File: src/logic/serial_port_pkg.sv
// Shared constants, timing figures and state type of the configurable serial port.
//
// Functional notes
// - The port works either as serial bus master or as serial bus slave, and every serial pin turns with that role.
// - Both slave select lines are driven as outputs in master mode; in slave mode only select line 0 is sampled as an input.
// - A configuration input chooses whether the select lines are active low or active high.
// - Two select lines exist, so up to two external slaves can be addressed in master mode.
// - In master mode the master-out line carries the shift register output, in slave mode it feeds the shift register.
// - In master mode the master-in line feeds the shift register, in slave mode the port drives it from the shift register.
// - As master the port makes and drives the serial clock, as slave it takes the clock that the external master drives.
// - The slave ready input takes part in flow control only in master mode and is ignored in slave mode.
// - With ready control on, the slave signals readiness and a burst starts on an edge or a level of ready, as chosen.
// - With ready control on, the master holds back data until the external slave shows it is ready.
// - A transmit buffer and a receive buffer let several words move per software interaction.
package serial_port_pkg;

  // ------------------------------------------------------------------
  // Data path sizes
  // ------------------------------------------------------------------
  localparam int WORD_WIDTH = 8;
  localparam int FIFO_DEPTH = 8;

  // ------------------------------------------------------------------
  // Timing
  // ------------------------------------------------------------------
  localparam int SYS_CLK_PERIOD_NS = 10;
  localparam int SCLK_HALF_NS = 40;
  // A least time, so the cycle count rounds up.
  localparam int SCLK_HALF_CYCLES = (SCLK_HALF_NS + SYS_CLK_PERIOD_NS - 1) / SYS_CLK_PERIOD_NS;

  // ------------------------------------------------------------------
  // Positions of the pin inputs inside the synchroniser vector
  // ------------------------------------------------------------------
  localparam int PIN_SCLK = 0;
  localparam int PIN_MOSI = 1;
  localparam int PIN_MISO = 2;
  localparam int PIN_SS0 = 3;
  localparam int PIN_READY = 4;
  localparam int PIN_COUNT = 5;

  // ------------------------------------------------------------------
  // Master sequencer states
  // ------------------------------------------------------------------
  typedef enum logic [1:0] {
    ST_IDLE,
    ST_SHIFT,
    ST_GAP
  } master_state_e;

endpackage : serial_port_pkg

File: src/logic/stream_if.sv
// Valid/ready word stream between the port core and its data buffers.
interface stream_if #(
  parameter int WIDTH = serial_port_pkg::WORD_WIDTH
);
  logic valid;
  logic ready;
  logic [WIDTH-1:0] data;

  modport source (output valid, output data, input ready);
  modport sink (input valid, input data, output ready);
endinterface : stream_if

File: src/logic/word_buffer.sv
// First-in first-out word buffer used for both the transmit and the receive direction.
module word_buffer #(
  parameter int WIDTH = serial_port_pkg::WORD_WIDTH,
  parameter int DEPTH = serial_port_pkg::FIFO_DEPTH
) (
  // Clock and reset
  input wire logic sys_clk,
  input wire logic rst_n,
  // Filling side
  stream_if.sink wr,
  // Draining side
  stream_if.source rd
);

  localparam int PW = (DEPTH > 1) ? $clog2(DEPTH) : 1;
  localparam int CW = $clog2(DEPTH + 1);

  logic [WIDTH-1:0] mem_q [DEPTH];
  logic [PW-1:0] wr_ptr_q;
  logic [PW-1:0] rd_ptr_q;
  logic [CW-1:0] count_q;
  logic push;
  logic pop;

  // Full and empty come from the occupancy register, so they never lie about space.
  assign wr.ready = (count_q != CW'(DEPTH));
  assign rd.valid = (count_q != '0);
  assign rd.data = mem_q[rd_ptr_q];
  assign push = wr.valid && wr.ready;
  assign pop = rd.valid && rd.ready;

  // Storage array; pointers wrap naturally, so DEPTH must be a power of two.
  always_ff @(posedge sys_clk) begin
    if (push) begin
      mem_q[wr_ptr_q] <= wr.data;
    end
  end

  // Pointer and occupancy bookkeeping.
  always_ff @(posedge sys_clk) begin
    if (!rst_n) begin
      wr_ptr_q <= '0;
      rd_ptr_q <= '0;
      count_q <= '0;
    end else begin
      if (push) begin
        wr_ptr_q <= wr_ptr_q + 1'b1;
      end
      if (pop) begin
        rd_ptr_q <= rd_ptr_q + 1'b1;
      end
      if (push && !pop) begin
        count_q <= count_q + 1'b1;
      end else if (pop && !push) begin
        count_q <= count_q - 1'b1;
      end
    end
  end

endmodule : word_buffer

File: src/logic/configurable_serial_port.sv
// Master/slave serial peripheral port with ready flow control and transmit and receive buffers.
module configurable_serial_port #(
  parameter int WORD_WIDTH = serial_port_pkg::WORD_WIDTH,
  parameter int FIFO_DEPTH = serial_port_pkg::FIFO_DEPTH,
  parameter int SCLK_HALF = serial_port_pkg::SCLK_HALF_CYCLES
) (
  // Clock and reset
  input wire logic sys_clk,
  input wire logic rst_n,
  // Configuration
  input wire logic master_mode,
  input wire logic select_active_high,
  input wire logic select_index,
  input wire logic ready_ctrl_en,
  input wire logic ready_edge_mode,
  input wire logic overrun_clear,
  // Transmit words from the user
  input wire logic [WORD_WIDTH-1:0] tx_data,
  input wire logic tx_valid,
  output logic tx_ready,
  // Received words to the user
  output logic [WORD_WIDTH-1:0] rx_data,
  output logic rx_valid,
  input wire logic rx_ready,
  // Status
  output logic busy,
  output logic rx_overrun,
  // Serial clock pin
  input wire logic serial_clock_pin_i,
  output logic serial_clock_pin_o,
  output logic serial_clock_pin_oe,
  // Master-out line
  input wire logic master_out_line_i,
  output logic master_out_line_o,
  output logic master_out_line_oe,
  // Master-in line
  input wire logic master_in_line_i,
  output logic master_in_line_o,
  output logic master_in_line_oe,
  // Slave select lines
  input wire logic slave_select_0_i,
  output logic slave_select_0_o,
  output logic slave_select_0_oe,
  input wire logic slave_select_1_i,
  output logic slave_select_1_o,
  output logic slave_select_1_oe,
  // Ready from an external slave
  input wire logic slave_ready_input
);

  localparam int BW = (WORD_WIDTH > 1) ? $clog2(WORD_WIDTH) : 1;
  localparam int DW = (SCLK_HALF > 1) ? $clog2(SCLK_HALF) : 1;
  localparam int NP = serial_port_pkg::PIN_COUNT;
  // The select bit leaves reset at the inactive level of the reset polarity, so no false select follows reset.
  localparam logic [NP-1:0] PIN_IDLE = NP'(1) << serial_port_pkg::PIN_SS0;

  // ------------------------------------------------------------------
  // Declarations
  // ------------------------------------------------------------------
  stream_if #(.WIDTH(WORD_WIDTH)) tx_in ();
  stream_if #(.WIDTH(WORD_WIDTH)) tx_out ();
  stream_if #(.WIDTH(WORD_WIDTH)) rx_in ();
  stream_if #(.WIDTH(WORD_WIDTH)) rx_out ();

  logic [NP-1:0] pin_meta_q;
  logic [NP-1:0] pin_sync_q;
  logic sclk_prev_q;
  logic ready_prev_q;
  logic sel_prev_q;
  logic mode_q;
  logic pol_q;
  logic target_q;
  logic ready_armed_q;
  logic in_burst_q;
  serial_port_pkg::master_state_e state_q;
  logic [DW-1:0] div_q;
  logic sclk_q;
  logic ss0_q;
  logic ss1_q;
  logic miso_oe_q;
  logic [WORD_WIDTH-1:0] shreg_q;
  logic [BW-1:0] bitcnt_q;
  logic rx_bit_q;
  logic rx_push_q;
  logic [WORD_WIDTH-1:0] rx_word_q;
  logic overrun_q;
  logic busy_q;

  logic sclk_s;
  logic mosi_s;
  logic miso_s;
  logic ready_s;
  logic sel_s;
  logic ready_rise;
  logic tick;
  logic last_bit;
  logic start_ok;
  logic cont_ok;
  logic m_load;
  logic m_sample;
  logic m_shift;
  logic s_sel_rise;
  logic s_sample;
  logic s_shift;
  logic word_done;
  logic tx_pop;

  // ------------------------------------------------------------------
  // Buffers
  // ------------------------------------------------------------------
  // Both directions are buffered so software moves words in bursts.
  word_buffer #(.WIDTH(WORD_WIDTH), .DEPTH(FIFO_DEPTH)) tx_buffer (
    .sys_clk(sys_clk),
    .rst_n(rst_n),
    .wr(tx_in.sink),
    .rd(tx_out.source)
  );

  word_buffer #(.WIDTH(WORD_WIDTH), .DEPTH(FIFO_DEPTH)) rx_buffer (
    .sys_clk(sys_clk),
    .rst_n(rst_n),
    .wr(rx_in.sink),
    .rd(rx_out.source)
  );

  // User side of the buffers and the pops and pushes of the core.
  assign tx_in.valid = tx_valid;
  assign tx_in.data = tx_data;
  assign tx_ready = tx_in.ready;
  assign rx_valid = rx_out.valid;
  assign rx_data = rx_out.data;
  assign rx_out.ready = rx_ready;
  assign tx_out.ready = tx_pop;
  assign rx_in.valid = rx_push_q;
  assign rx_in.data = rx_word_q;

  // ------------------------------------------------------------------
  // Pin synchronisers
  // ------------------------------------------------------------------
  // Every pin input except select line 1, which is never read, crosses two flops; only the second stage is read by logic.
  always_ff @(posedge sys_clk) begin
    if (!rst_n) begin
      pin_meta_q <= PIN_IDLE;
      pin_sync_q <= PIN_IDLE;
    end else begin
      pin_meta_q <= {slave_ready_input, slave_select_0_i, master_in_line_i, master_out_line_i, serial_clock_pin_i};
      pin_sync_q <= pin_meta_q;
    end
  end

  assign sclk_s = pin_sync_q[serial_port_pkg::PIN_SCLK];
  assign mosi_s = pin_sync_q[serial_port_pkg::PIN_MOSI];
  assign miso_s = pin_sync_q[serial_port_pkg::PIN_MISO];
  assign ready_s = pin_sync_q[serial_port_pkg::PIN_READY];

  // Edge history of the synchronised clock, ready and select.
  always_ff @(posedge sys_clk) begin
    if (!rst_n) begin
      sclk_prev_q <= 1'b0;
      ready_prev_q <= 1'b0;
      sel_prev_q <= 1'b0;
    end else begin
      sclk_prev_q <= sclk_s;
      ready_prev_q <= ready_s;
      sel_prev_q <= sel_s;
    end
  end

  // ------------------------------------------------------------------
  // Role and polarity
  // ------------------------------------------------------------------
  // Role and polarity change only between frames, so a live transfer is never cut by a setting.
  always_ff @(posedge sys_clk) begin
    if (!rst_n) begin
      mode_q <= 1'b0;
      pol_q <= 1'b0;
    end else if (state_q == serial_port_pkg::ST_IDLE && !sel_s) begin
      mode_q <= master_mode;
      pol_q <= select_active_high;
    end
  end

  // In slave mode select line 0 is the port's own select input.
  assign sel_s = !mode_q && (pin_sync_q[serial_port_pkg::PIN_SS0] == pol_q);

  // ------------------------------------------------------------------
  // Master sequencing strobes
  // ------------------------------------------------------------------
  assign ready_rise = ready_s && !ready_prev_q;
  assign tick = (div_q == DW'(SCLK_HALF - 1));
  assign last_bit = (bitcnt_q == BW'(WORD_WIDTH - 1));
  // Ready gates a burst start only when enabled; the edge form needs a latched rising edge.
  assign start_ok = !ready_ctrl_en || (ready_edge_mode ? ready_armed_q : ready_s);
  // Within a burst the edge form keeps going; the level form rechecks ready before each word.
  assign cont_ok = !ready_ctrl_en || ready_edge_mode || ready_s;
  assign m_load = mode_q && tx_out.valid && rx_in.ready &&
    ((state_q == serial_port_pkg::ST_IDLE && start_ok) || (state_q == serial_port_pkg::ST_GAP && tick && cont_ok));
  assign m_sample = (state_q == serial_port_pkg::ST_SHIFT) && tick && !sclk_q;
  assign m_shift = (state_q == serial_port_pkg::ST_SHIFT) && tick && sclk_q;

  // ------------------------------------------------------------------
  // Slave strobes
  // ------------------------------------------------------------------
  // Mode 0 framing: sample on the rising edge of the external clock, shift on the falling.
  assign s_sel_rise = sel_s && !sel_prev_q;
  assign s_sample = sel_s && sclk_s && !sclk_prev_q;
  assign s_shift = sel_s && !sclk_s && sclk_prev_q;
  assign word_done = (m_shift || s_shift) && last_bit;
  assign tx_pop = m_load || (tx_out.valid && (s_sel_rise || (s_shift && last_bit)));

  // ------------------------------------------------------------------
  // Ready edge latch
  // ------------------------------------------------------------------
  // A rising edge that meets the clearing start is kept, so no trigger is lost.
  always_ff @(posedge sys_clk) begin
    if (!rst_n) begin
      ready_armed_q <= 1'b0;
    end else if (mode_q && ready_rise) begin
      ready_armed_q <= 1'b1;
    end else if (m_load && state_q == serial_port_pkg::ST_IDLE) begin
      ready_armed_q <= 1'b0;
    end
  end

  // ------------------------------------------------------------------
  // Master sequencer
  // ------------------------------------------------------------------
  // Generates the serial clock and holds the chosen select through a whole burst.
  always_ff @(posedge sys_clk) begin
    if (!rst_n) begin
      state_q <= serial_port_pkg::ST_IDLE;
      div_q <= '0;
      sclk_q <= 1'b0;
      target_q <= 1'b0;
      in_burst_q <= 1'b0;
    end else begin
      case (state_q)
        serial_port_pkg::ST_IDLE: begin
          div_q <= '0;
          sclk_q <= 1'b0;
          if (m_load) begin
            state_q <= serial_port_pkg::ST_SHIFT;
            target_q <= select_index;
            in_burst_q <= 1'b1;
          end
        end
        serial_port_pkg::ST_SHIFT: begin
          div_q <= tick ? '0 : div_q + 1'b1;
          if (tick) begin
            sclk_q <= !sclk_q;
          end
          if (m_shift && last_bit) begin
            state_q <= serial_port_pkg::ST_GAP;
          end
        end
        serial_port_pkg::ST_GAP: begin
          div_q <= tick ? '0 : div_q + 1'b1;
          if (m_load) begin
            state_q <= serial_port_pkg::ST_SHIFT;
          end else if (tick) begin
            state_q <= serial_port_pkg::ST_IDLE;
            in_burst_q <= 1'b0;
          end
        end
        default: begin
          state_q <= serial_port_pkg::ST_IDLE;
        end
      endcase
    end
  end

  // ------------------------------------------------------------------
  // Shift register
  // ------------------------------------------------------------------
  // One register serves both roles; only the bit sources differ.
  always_ff @(posedge sys_clk) begin
    if (!rst_n) begin
      shreg_q <= '0;
      bitcnt_q <= '0;
      rx_bit_q <= 1'b0;
    end else if (m_load || s_sel_rise || (s_shift && last_bit)) begin
      // An empty buffer in slave mode sends zeros rather than stale bits.
      shreg_q <= tx_pop ? tx_out.data : '0;
      bitcnt_q <= '0;
    end else if (m_shift || s_shift) begin
      shreg_q <= {shreg_q[WORD_WIDTH-2:0], rx_bit_q};
      bitcnt_q <= bitcnt_q + 1'b1;
    end else if (m_sample) begin
      rx_bit_q <= miso_s;
    end else if (s_sample) begin
      rx_bit_q <= mosi_s;
    end else if (!sel_s && !mode_q) begin
      bitcnt_q <= '0;
    end
  end

  // ------------------------------------------------------------------
  // Receive push and overrun
  // ------------------------------------------------------------------
  // The master never starts a word without room; a slave cannot stall, so it may overrun.
  always_ff @(posedge sys_clk) begin
    if (!rst_n) begin
      rx_push_q <= 1'b0;
      rx_word_q <= '0;
      overrun_q <= 1'b0;
    end else begin
      rx_push_q <= word_done && rx_in.ready;
      if (word_done) begin
        rx_word_q <= {shreg_q[WORD_WIDTH-2:0], rx_bit_q};
      end
      if (word_done && !rx_in.ready) begin
        overrun_q <= 1'b1;
      end else if (overrun_clear) begin
        overrun_q <= 1'b0;
      end
    end
  end

  // ------------------------------------------------------------------
  // Pin drivers
  // ------------------------------------------------------------------
  // Select and enable levels are registered so the pins never glitch.
  always_ff @(posedge sys_clk) begin
    if (!rst_n) begin
      ss0_q <= 1'b1;
      ss1_q <= 1'b1;
      miso_oe_q <= 1'b0;
      busy_q <= 1'b0;
    end else begin
      ss0_q <= (in_burst_q && !target_q) ? pol_q : !pol_q;
      ss1_q <= (in_burst_q && target_q) ? pol_q : !pol_q;
      miso_oe_q <= sel_s;
      busy_q <= (state_q != serial_port_pkg::ST_IDLE) || sel_s;
    end
  end

  assign serial_clock_pin_o = sclk_q;
  assign serial_clock_pin_oe = mode_q;
  assign master_out_line_o = shreg_q[WORD_WIDTH-1];
  assign master_out_line_oe = mode_q;
  assign master_in_line_o = shreg_q[WORD_WIDTH-1];
  assign master_in_line_oe = miso_oe_q;
  assign slave_select_0_o = ss0_q;
  assign slave_select_0_oe = mode_q;
  assign slave_select_1_o = ss1_q;
  assign slave_select_1_oe = mode_q;
  assign busy = busy_q;
  assign rx_overrun = overrun_q;
endmodule : configurable_serial_port

File: config.mk
export PLATFORM = sky130hd
export DESIGN_NAME = configurable_serial_port
export DESIGN_NICKNAME = d
export VERILOG_FILES = /design/src/logic/serial_port_pkg.sv /design/src/logic/stream_if.sv /design/src/logic/word_buffer.sv /design/src/logic/configurable_serial_port.sv
export SDC_FILE = /design/constraint.sdc
export NUM_CORES = 1
export LEC_CHECK = 0
export ABC_AREA = 1
export BUFFER_PORTS_ARGS = -buffer_cell sky130_fd_sc_hd__buf_2
export CAP_MARGIN = 30
export CORE_ASPECT_RATIO = 1.2
export CORE_UTILIZATION = 42
export CTS_BUF_LIST = sky130_fd_sc_hd__clkbuf_16
export DETAILED_ROUTE_END_ITERATION = 7
export PLACE_DENSITY = 0.67
export RECOVER_POWER = 25
export SLEW_MARGIN = 15
export SYNTH_ARGS = -nofsm -noshare
export SYNTH_HDL_FRONTEND = slang
export SYNTH_SLANG_ARGS = --single-unit
File: constraint.sdc
create_clock -name sys_clk -period 3.75 [get_ports sys_clk]
set_clock_uncertainty 0.1 [all_clocks]
set_input_delay 0.75 -clock sys_clk [delete_from_list [all_inputs] [get_ports sys_clk]]
set_output_delay 0.75 -clock sys_clk [all_outputs]
set_load 0.01 [all_outputs]
Yosys cells after proc, flatten, opt, wreduce, memory -nomap -nowiden
Memory sizes are Yosys's and may differ from the RTL's. A register that Yosys moved wholly into a read port is not among the register bits.
Index checks and enable logic that the tools add are counted.

word-level totals
  flip-flop bits (word level) = 68
  memory bits (writable) = 128
  input bits = 24
  output and inout port bits = 22
  word-level logic and storage cells = 182
  memories kept = 2

memory list
  name             words  width  read ports  clocked after memory_dff  wr ports  line               text
  rx_buffer.mem_q  8      8      1           1                         1         word_buffer.sv:18  logic [WIDTH-1:0] mem_q [DEPTH];
  tx_buffer.mem_q  8      8      1           1                         1         word_buffer.sv:18

operators by class
  $add $sub $neg = 10
  equality and inequality tests = 15
  muxes and demuxes = 41
  bitwise logic cells = 3
  reductions and logical operators = 83

operators with widths
  operator             number
  $logic_and 1x1->1    36
  $mux 3               8
  $mux 8               3
  $reduce_bool 2->1    11
  $mux 1               17
  $mux 4               4
  $add 3x1->3 const B  5
  $logic_not 1->1      15
  $logic_or 1x1->1     10
  $mux 2               5
  $reduce_and 3->1     3
  $add 4x1->4 const B  2
  $ne 2x2->1 const B   4
  $ne 4x4->1 const B   2
  $reduce_bool 4->1    2
  $sub 4x1->4 const B  2
  $ne 2x1->1 const B   3
  $pmux 2 s3           1
  $eq 2x2->1 const B   2
  $pmux 1 s2           2
  $pmux 2 s2           1
  $reduce_and 2->1     2
  $reduce_and 4->1     1
  $reduce_or 2->1      2
  7 further kinds      9

Longest topological paths before layout
Gate-level depths: netlist of run 1.

  depth after elaboration = 12
  mapped depth = 17

Cells and area by module
Synthesis of run 1 repeated with hierarchy kept, for this count alone.

second synthesis, totals
  cell total of the unflattened synthesis = 898
  area total of the unflattened synthesis = 8,679.6 um^2

by module, submodules not included
  module                    instances  cells each  area each (um^2)  sequential area each (um^2)
  word_buffer at tx_buffer  1          310         3,281.9           2,182.1
  word_buffer at rx_buffer  1          287         3,198.1           2,182.1
  configurable_serial_port  1          301         2,199.6           960.9

Worst setup path after synthesis of run 1
OpenSTA, ideal clock, no wires.

  path type = input to register
  start = input port ready_edge_mode
  end = register tx_buffer.count_q[3]
  setup time = 0.122 ns
  data arrival time = 2.449 ns
  required time = 3.528 ns
  slack = 1.079 ns
  stages = 16
  cell sequence = inv_1 > nand2_1 > o21bai_1 > nand2_2 > nand2_4 > nand2_4 > inv_4 > ha_1 > inv_1 > ha_1 > a21oi_1 > nand2_1 > a21oi_1 > o21ai_0 > o21ai_0 > a21oi_1

between the ends
  word-level cells in the longest chain between the ends = 10
  elaborated cells on any way between the ends = 15

RTL lines
  what                                         line                                                              text
  start: declaration                           configurable_serial_port.sv:15                                    input wire logic ready_edge_mode,
  $mux 1 or $logic_or 1x1->1 (tied branches)   configurable_serial_port.sv:193, configurable_serial_port.sv:195
  $logic_or 1x1->1 (on tied branches)          configurable_serial_port.sv:193, configurable_serial_port.sv:195
  $logic_and 1x1->1                            configurable_serial_port.sv:197                                   ((state_q == serial_port_pkg::ST_IDLE && start_ok) || (state_q == serial_port_pkg::ST_GAP && tick && cont_ok)) ...
  $logic_or 1x1->1 *                           configurable_serial_port.sv:197
  $logic_and 1x1->1 *                          configurable_serial_port.sv:196                                   assign m_load = mode_q && tx_out.valid && rx_in.ready &&
  $logic_or 1x1->1 *                           configurable_serial_port.sv:209                                   assign tx_pop = m_load || (tx_out.valid && (s_sel_rise || (s_shift && last_bit)));
  $logic_and 1x1->1 *                          word_buffer.sv:30                                                 assign pop = rd.valid && rd.ready;
  $logic_not 1->1                              word_buffer.sv:52                                                 if (push && !pop) begin
  $logic_and 1x1->1                            word_buffer.sv:52
  $mux 4 or $reduce_bool 2->1 (tied branches)  n/a
  end signal: assignment                       word_buffer.sv:53                                                 count_q <= count_q + 1'b1;
  end signal: assignment                       word_buffer.sv:55                                                 count_q <= count_q - 1'b1;
  end: declaration                             word_buffer.sv:21                                                 logic [CW-1:0] count_q;

Every way passes the cells marked *; elsewhere a longest branch is shown, timed or not.
A chain may end at the register's enable or synchronous reset.

==> flow_metrics.tcl, run 1 <==
set metrics [dict create \
    initial_utilization 0.431 \
    synth_top_area_share 0.455 \
    core_um2 19600 \
    drtAntennaViolNets 0 \
    clock_latency_ns 0.48 \
    cts_buffers 21 \
    grt-ovfl-total 0 \
    final_util 0.481 \
    status "complete, no violations" \
    area_growth_syn_to_layout_pct 11.6 \
    fmax_mhz 317 \
    drc 0 \
    synth_most_common_cell "nor2_1" \
    ys_top_cells_by_area "edfxtp_1 (45%), dfxtp_1 (18%), nor2_1 (5.7%)" \
    critical_path_required_ns 2.90 \
    hp-class "flip-flop to flip-flop" \
    critPathKind "flip-flop to primary output" \
    crit_buf_inv 2 \
    yosys_warnings 0 \
    r2r_slack_ns 0.82 \
    slew_viol_final 0 \
    crit_family "flip-flops" \
    ctsResizeCount 0 \
    p_leak_nw 3.82 \
    grt_antenna_before_repair 0 \
    grt_max_degree 52 \
    fin_tns_setup_ns 0 \
    critPathCaptureType "primary output" \
    gr-usage-all-layers 0.153 \
    synth.top_cells.by_count "nor2_1 (129), edfxtp_1 (128), nand2_1 (127), dfxtp_1 (74), o21ai_0 (67)" \
    ys_ff_latch 202 \
    drive_above_1_share 0.127 \
    path_max_fanout 32 \
    synth-edff-count 128 \
    cts-root-buf "clkbuf_16" \
    dpl.cell_count 1105 \
    r2r_start "state_q[0]" \
    synth.avg_cell_area_um2 10.2 \
    gp_congestion 0.734 \
    synth_cells 828 \
    ys.flop_type "edfxtp_1" \
    first_pass_iters 5 \
    ir_drop_mv 0.469 \
    cts_sinks 202 \
    finalNetCount 911 \
    min_period_over_period 0.841 \
    die_area_um2 20700 \
    grt_pass1_vias 5122 \
    pin_count 46 \
    critPathArrivalTime_ns 2.31 \
    synth_cell_types 42 \
    final_hold_viol_count 0 \
    dp_hpwl_um 10500 \
    r2r_end "tx_buffer.count_q[3]" \
    grt_pass1_wl_um 25400 \
    start_kind "flip-flop" \
    drtIter0Drc 265 \
    ys_seq_area_frac 0.630 \
    vias_per_cell 4.91 \
    synthesis.nets 872 \
    drv_cap 0 \
    htree_levels 1 \
    die_h_um 157 \
    post_cts_buffers 0 \
    synth.cell_area_um2 8460 \
    slowest_stage "dfxtp_1" \
    critical_path.cell_chain "inv_2, o21ai_0, o22ai_1, nor2_1, a31oi_1, buf_2" \
    slew_headroom 0.412 \
    cts_tree "yes" \
    yosysTopAreaCell "edfxtp_1" \
    min_from "pin_meta_q[4]" \
    holdPathEnd "pin_sync_q[4]" \
    rsz0062_at_grt "false" \
    reg2reg_depth 17 \
    clockBufferDepth 3 \
    post-route-min-period_ns 3.16 \
    holdPathStages 2 \
    io_buffers 44 \
    die_x_um 132 \
    antenna_cells 0 \
    drt_wl_total_um 15500 \
    wire_per_inst_um 13.6 \
    finalSetupViolCount 0 \
    async_flop_share 0 \
    fillers 1809 \
    num_rows 56 \
    fin_cells 1142 \
    dr_total_vias 5602 \
    cts_hold_buf 0 \
    clkTransAtPathRegs_ns 0.06 \
    max_stage_delay_ns 0.71 \
    worst_pin_slew_ns 0.878 \
    p_per_area_nw_per_um2 692 \
]
==> worst max path at each step <==
stage	depth (start not counted)	end	slack (ns)
after detailed placement	17	tx_buffer.count_q[3]	0.61
after global routing	6	rx_data[7]	0.25
after CTS	6	rx_data[2]	0.55
final	6	rx_data[2]	0.59
after floorplan	16	tx_buffer.count_q[3]	1.08
after global placement	17	tx_buffer.count_q[3]	0.66
==> layout make-up <==
class | count | area, µm² | area share
multi-input combinational | 523 | 2650 | 0.281
sequential | 202 | 5330 | 0.564
clock inverter | 16 | 96.3 | 0.0102
inverter | 70 | 269 | 0.0285
clock buffer | 21 | 526 | 0.0557
tap | 261 | 327 | 0.0346
timing repair buffer | 49 | 248 | 0.0262
==> where the power goes <==
| part | leakage (nW) | switching [W] | internal, W | total, W |
|---|---|---|---|---|
| clock network | 0.333 | 0.000785 | 0.00108 | 0.00187 |
| logic | 1.56 | 0.00125 | 0.000686 | 0.00193 |
| registers | 1.93 | 0.000172 | 0.00256 | 0.00274 |
==> tightest hold or removal path, cell delays in order (launching register included) <==
cell,delay [ns]
dfxtp_1,0.30
nand2_1,0.05
inv_1,0.04
==> registers in the layout (all words and copies together), names as in the netlist, 2 cells and up, named ones only <==
name / count
rx_buffer.count_q: 4
div_q: 2
shreg_q: 8
pin_sync_q: 5
pin_meta_q: 5
state_q: 2
tx_buffer.wr_ptr_q: 3
tx_buffer.mem_q: 64
rx_in.data: 8
rx_buffer.rd_ptr_q: 3
rx_buffer.mem_q: 64
tx_buffer.count_q: 4
rx_buffer.wr_ptr_q: 3
tx_buffer.rd_ptr_q: 3
bitcnt_q: 3
==> logic make-up after synthesis <==
logic type,after synthesis,share of synthesized area
AOI/OAI and AO/OA,154,0.0957
xor gates and xnor gates,4,0.00414
adders and majority gates,20,0.0314
buffers and inverters,103,0.0570
DFF,202,0.630
muxes,1,0.00133
and+or+nand+nor,344,0.181
==> stage by stage <==
stage                     setup WS, ns  area, µm²  total power (W)  hold WS (ns)
after floorplan                   1.08       8460          0.00431         0.290
after global placement           0.665       8830          0.00469         0.294
after detailed placement         0.614       8830          0.00473         0.301
after CTS                        0.554       9450          0.00661         0.315
after global routing             0.252       9440          0.00700         0.337
final                            0.594       9440          0.00654         0.313
==> cell usage in the layout, fill, tap and decap left out, drive strengths merged <==
cell type and instances:
nor2 137, o32ai 1, a31oi 10, nand3b 2, o21bai 1, fa 2, edfxtp 128, o22ai 8
or2 10, xor2 4, ha 18, clkinv 8, nand3 50, o211ai 1, dfxtp 74, nand2 144
buf 41, clkbuf 29, inv 76, clkinvlp 1, bufinv 1, o21ai 78, nand4 1, mux2 1
a21oi 55
==> metal layers <==
metal  global-route usage  up-vias  part of all wire
met5                    0        -                 0
li1                     -     2865                 -
met2                0.279       99              0.51
met1                0.185     2614              0.42
met4               0.0404        0             0.021
met3               0.0274       24             0.045
No activity file was read; power rests on OpenSTA's default activity.
==> inputs of run 2 (changes only) <==
--- a/config.mk
+++ b/config.mk
@@ -5,7 +5,7 @@
 export SDC_FILE = /design/constraint.sdc
 export NUM_CORES = 1
 export LEC_CHECK = 0
-export ABC_AREA = 1
+export ABC_AREA = 0
 export BUFFER_PORTS_ARGS = -buffer_cell sky130_fd_sc_hd__buf_2
 export CAP_MARGIN = 30
 export CORE_ASPECT_RATIO = 1.2
==> constraint.sdc (replaced) <==
create_clock -name sys_clk -period 2.95 [get_ports sys_clk]
set_clock_uncertainty 0.1 [all_clocks]
set_input_delay 0.59 -clock sys_clk [delete_from_list [all_inputs] [get_ports sys_clk]]
set_output_delay 0.59 -clock sys_clk [all_outputs]
set_load 0.01 [all_outputs]
==> run 2 against run 1 <==
Net effect: via count fell by 18%; clock power increased by 30%; wire length decreased by 7.6%; global-route usage hardly changed; combinational power is 9% lower; hold slack worse by 0.12 ns; sequential power up 22%; die area is 4.4% lower; register-to-register slack got worse by 0.70 ns; setup slack worse by 0.48 ns; total power increased by 15%; non-clock buffer count is 32 higher; critical path type is now flip-flop to flip-flop; largest power group unchanged; highest routed layer unchanged.
==> flow_metrics.tcl, run 2 <==
set metrics [dict create \
    status "complete, no violations" \
    fin_tns_setup_ns 0 \
    post-route-min-period_ns 2.83 \
    dr_total_vias 4579 \
    slew_headroom 0.230 \
    gp_congestion 0.769 \
    synthesis.nets 604 \
    p_per_area_nw_per_um2 800 \
    die_area_um2 19800 \
    clockBufferDepth 3 \
    clkTransAtPathRegs_ns 0.06 \
    synth_cell_types 43 \
    io_buffers 44 \
    reg_top3 "rx_buffer.mem_q: 64 flops, tx_buffer.mem_q: 64 flops" \
    start_kind "flip-flop" \
    dpl.cell_count 861 \
    critical_path.cell_chain "or4_4, and4_4, o21a_4, nor2_4, ha_2, inv_2, ha_1, a21o_1, a21oi_2, xnor2_1, or3_1, a21oi_1" \
    crit_family "simple AND/OR/NAND/NOR gates" \
    async_flop_share 0 \
    pin_count 46 \
    cts_tree "yes" \
    synth-edff-count 128 \
    hp-class "input pin to flip-flop" \
    cts_hold_buf 0 \
    htree_levels 1 \
    whs_ns 0.191 \
    drt_wl_total_um 14300 \
    critPathArrivalTime_ns 3.13 \
    ir_drop_mv 0.471 \
    synth.cell_area_um2 8080 \
    slew_viol_final 0 \
    synth.top_cells.by_count "edfxtp_1 (128), dfxtp_1 (74), nor2_1 (40), a21oi_1 (39), nand2_1 (36)" \
    ys.flop_type "edfxtp_1" \
    area_growth_syn_to_layout_pct 16.6 \
    post-route-cell-area_um2 9410 \
    synth_most_common_cell "edfxtp_1" \
    grt-ovfl-total 0 \
    dp_hpwl_um 9850 \
    first_pass_iters 4 \
    drive_above_1_share 0.241 \
    path_max_fanout 4 \
    cts_buffers 20 \
    dpl_cell_area_um2 8730 \
    critical_path_required_ns 3.25 \
    fmax_mhz 353 \
    min_period_over_period 0.960 \
    r2r_slack_ns 0.12 \
    critPathCaptureType "flip-flop" \
    finalWorstSetupSlack_ns 0.118 \
    synth.avg_cell_area_um2 14.4 \
    ys_ff_latch 202 \
    ys_seq_area_frac 0.659 \
    yosys_warnings 0 \
    grt_antenna_before_repair 0 \
    final_hold_viol_count 0 \
    cts-root-buf "clkbuf_16" \
    drtAntennaViolNets 0 \
    synth_top_area_share 0.476 \
    clock_latency_ns 0.48 \
    drv_cap 0 \
    max_stage_delay_ns 0.55 \
    drtIter0Drc 186 \
    cts_sinks 202 \
    mostFrequentLayoutCells "edfxtp_1 (128), dfxtp_1 (70), nor2_1 (39)" \
    slowest_stage "or4_4" \
    die_h_um 154 \
    p_leak_nw 3.34 \
    grt_max_degree 30 \
    antenna_cells 0 \
    critPathKind "flip-flop to flip-flop" \
    die_x_um 129 \
    initial_utilization 0.428 \
    rsz0062_at_grt "false" \
    yosysTopAreaCell "edfxtp_1" \
    grt_pass1_vias 4709 \
    finalNetCount 674 \
    num_rows 55 \
    wire_per_inst_um 15.9 \
    worst_pin_slew_ns 1.16 \
    crit_buf_inv 1 \
    synth_cells 560 \
    core_um2 18900 \
    vias_per_cell 5.09 \
    drc 0 \
    grt_pass1_wl_um 23900 \
    ys_top_cells_by_area "edfxtp_1 (48%), dfxtp_1 (18%), mux4_2 (8.9%)" \
    fin_cells 900 \
    pre_cts_ws_ns -0.0201 \
    finalSetupViolCount 0 \
    gr-usage-all-layers 0.153 \
    layout_commonest_cell "edfxtp_1" \
]
[run 2: power by group]
| part | switching, W | internal [W] |
|---|---|---|
| sequential | 0.000143 | 0.00320 |
| combinational | 0.000863 | 0.000888 |
| clock | 0.000975 | 0.00145 |
| total | 0.00198 | 0.00555 |
[run 2: cells by family after synthesis]
group                      after synthesis  synth area share
AOI/OAI and AO/OA                       75            0.0604
xor gates and xnor gates                15            0.0163
adders and majority gates               20            0.0328
buffers and inverters                   47            0.0248
DFF                                    202             0.659
muxes                                   55             0.119
and+or+nand+nor                        146            0.0872
[run 2: area by class of cell]
type                            count  area (µm²)
Tap cell                          256         320
Sequential cell                   202        5330
Timing Repair Buffer               81         475
Inverter                           14        52.6
Fill cell                        1620        9440
Clock inverter                     15         114
Clock buffer                       21         526
Multi-Input combinational cell    311        2590
[run 2: repair_timing]
action / in CTS / in global routing
resized for setup: 2 / 10
pin swaps: 0 / 4
endpoints found under the setup margin: 1 / 2
buffers inserted: 0 / 3
[run 2: path summary, 6_finish.rpt]
kind                              from              endpoint  cells after the start
setup reg to reg  tx_buffer.count_q[3]  tx_buffer.count_q[3]                     12
hold / removal        slave_select_0_i         pin_meta_q[3]                      2
setup / recovery  tx_buffer.count_q[3]  tx_buffer.count_q[3]                     12
hold reg to reg          pin_meta_q[3]         pin_sync_q[3]                      1
[run 2: worst register-to-register path, stage by stage (launching register included)]
cell     delay (ns)
dfxtp_2        0.33
or4_4          0.55
and4_4         0.20
o21a_4         0.12
nor2_4         0.10
ha_2           0.19
inv_2          0.05
ha_1           0.27
a21o_1         0.17
a21oi_2        0.14
xnor2_1        0.08
or3_1          0.30
a21oi_1        0.14
[run 2: per-layer routing]
layer / GRT usage / routed length, µm / vias up
li1: - / - / 2245
met1: 0.181 / 5860 / 2242
met2: 0.284 / 7720 / 73
met3: 0.0240 / 527 / 19
met4: 0.0415 / 210 / 0
met5: 0 / 0 / -
[run 2: stage by stage]
stage	power, W	utilization
final	0.00753	0.499
after global routing	0.00791	0.499
after CTS	0.00756	0.498
after detailed placement	0.00512	0.463
after global placement	0.00502	0.462
after floorplan	0.00465	-
==> inputs of run 3 (changes only) <==
--- a/config.mk
+++ b/config.mk
@@ -10,7 +10,7 @@
 export CAP_MARGIN = 30
 export CORE_ASPECT_RATIO = 1.2
 export CORE_UTILIZATION = 42
-export CTS_BUF_LIST = sky130_fd_sc_hd__clkbuf_16
+export CTS_BUF_LIST = sky130_fd_sc_hd__clkbuf_4 sky130_fd_sc_hd__clkbuf_8
 export DETAILED_ROUTE_END_ITERATION = 7
 export PLACE_DENSITY = 0.67
 export RECOVER_POWER = 25
==> run 3 against run 2 <==
Net effect: hold slack got worse by 0.078 ns; global-route usage is 0.31 points higher; highest routed layer unchanged; largest cell class unchanged; critical path type unchanged; final cell count up 2.3%.
==> flow_metrics.tcl, run 3 (synthesis gave the netlist of run 2 again) <==
set metrics [dict create \
    p_per_area_nw_per_um2 818 \
    cts_sinks 202 \
    worst_pin_slew_ns 1.17 \
    min_from "slave_select_0_i" \
    r2r_start "rx_buffer.count_q[0]" \
    path_max_fanout 4 \
    grt_antenna_before_repair 0 \
    multi_input_area_um2 2590 \
    vias_per_cell 5.05 \
    cts_tree "yes" \
    cts_hold_buf 0 \
    reg2reg_depth 12 \
    reg_top3 "rx_buffer.mem_q: 64 flops, tx_buffer.mem_q: 64 flops" \
    num_rows 55 \
    r2r_slack_ns 0.09 \
    drtIter0Drc 203 \
    clkTransAtPathRegs_ns 0.07 \
    drc 0 \
    fmax_mhz 349 \
    gr-usage-all-layers 0.156 \
    critPathCaptureType "flip-flop" \
    cts_buffers 31 \
    dr_total_vias 4651 \
    wire_per_inst_um 15.9 \
    final_hold_viol_count 0 \
    antenna_cells 0 \
    finalNetCount 684 \
    holdPathEnd "pin_meta_q[3]" \
    drv_cap 0 \
    drive_above_1_share 0.278 \
    dp_hpwl_um 9850 \
    rsz0062_at_grt "false" \
    p_leak_nw 3.38 \
    post-route-min-period_ns 2.86 \
    io_buffers 44 \
    pin_count 46 \
    r2r_end "tx_buffer.count_q[3]" \
    die_area_um2 19800 \
    critical_path_required_ns 3.32 \
    start_kind "flip-flop" \
    slew_viol_final 0 \
    gp_congestion 0.769 \
    post-route-cell-area_um2 9500 \
    ir_drop_mv 0.449 \
    drtAntennaViolNets 0 \
    finalPower_w 0.00777 \
    grt_max_degree 30 \
    mostFrequentLayoutCells "edfxtp_1 (128), dfxtp_1 (70), nor2_1 (39)" \
    drt_wl_total_um 14700 \
    ff_latch_area_um2 5330 \
    area_growth_syn_to_layout_pct 17.7 \
    layout_commonest_cell "edfxtp_1" \
    finalWorstSetupSlack_ns 0.0878 \
    cts-root-buf "clkbuf_8" \
    critPathKind "flip-flop to flip-flop" \
    core_um2 18900 \
    grt-ovfl-total 0 \
    die_h_um 154 \
    htree_levels 1 \
    status "complete, no violations" \
    clock_latency_ns 0.55 \
    pre_cts_ws_ns -0.0201 \
    slew_headroom 0.221 \
    grt_pass1_vias 4875 \
    holdPathStages 2 \
    critPathArrivalTime_ns 3.23 \
    fin_cells 921 \
    clockBufferDepth 3 \
    min_period_over_period 0.970 \
    die_x_um 129 \
    whs_ns 0.113 \
    first_pass_iters 6 \
    dpl.cell_count 861 \
    finalSetupViolCount 0 \
    grt_pass1_wl_um 24400 \
    hp-class "input pin to flip-flop" \
    dpl_cell_area_um2 8730 \
    fillers 1624 \
    initial_utilization 0.428 \
]
==> run 3: changes by cell type in the layout (fill, tap and decap cells not counted), moves of 2 or more <==
cell / previous run / this run
inv_1: 20 / 12
clkinv_2: 1 / 3
buf_4: 33 / 31
clkbuf_8: 0 / 32
and2_1: 11 / 4
and2_0: 0 / 7
clkbuf_4: 0 / 15
clkbuf_16: 21 / 0
bufinv_16: 2 / 5
==> run 3: worst max path at each step <==
| stage | startpoint | slack (ns) | to | cells after the start |
|---|---|---|---|---|
| floorplan | rx_buffer.count_q[0] | 0.000003 | tx_buffer.count_q[3] | 13 |
| global placement | tx_buffer.count_q[3] | 0.08 | tx_buffer.count_q[3] | 12 |
| detailed placement | bitcnt_q[0] | -0.02 | tx_buffer.count_q[3] | 14 |
| CTS | tx_buffer.count_q[3] | 0.02 | tx_buffer.count_q[3] | 12 |
| global route | rx_buffer.count_q[0] | 0.003 | tx_buffer.count_q[3] | 12 |
| finish | rx_buffer.count_q[0] | 0.09 | tx_buffer.count_q[3] | 12 |
==> run 3: metrics by stage <==
step	setup TNS, ns	utilization
3_5_place_dp	-0.0201	0.463
4_1_cts	0	0.503
2_1_floorplan	0	-
6_report	0	0.504
3_3_place_gp	0	0.462
5_1_grt	0	0.504
==> run 3: worst max-delay path, cell delays in order (launching register included) <==
cell     delay, ns
dfxtp_1       0.32
or4b_4        0.58
and4_4        0.20
o21a_4        0.12
nor2_4        0.10
ha_2          0.19
inv_2         0.05
ha_1          0.28
a21o_1        0.19
a21oi_2       0.14
xnor2_1       0.08
or3_1         0.30
a21oi_1       0.14
==> run 3: final cells by class <==
cell class	count	share of cell area
Sequential cell	202	0.561
Multi-Input combinational cell	311	0.273
Clock buffer	47	0.0582
Timing Repair Buffer	80	0.0496
Tap cell	256	0.0337
Clock inverter	11	0.0190
Inverter	14	0.00553
==> run 3: repair_timing <==
| action | in CTS | in global routing |
|---|---|---|
| endpoints found under the setup margin | 1 | 4 |
| setup buffers | 0 | 2 |
| pin swaps | 0 | 2 |
| gates resized for setup | 2 | 11 |
==> run 3: per-layer routing <==
metal	GRT usage	routed length [µm]
met1	0.182	6000
met2	0.286	7770
met3	0.0254	548
met4	0.0555	348
met5	0	0
==> run 3: power by group <==
| part | internal [W] | switching, W | total, W |
|---|---|---|---|
| clock | 0.00163 | 0.00103 | 0.00267 |
| combinational | 0.000890 | 0.000867 | 0.00176 |
| sequential | 0.00320 | 0.000144 | 0.00335 |
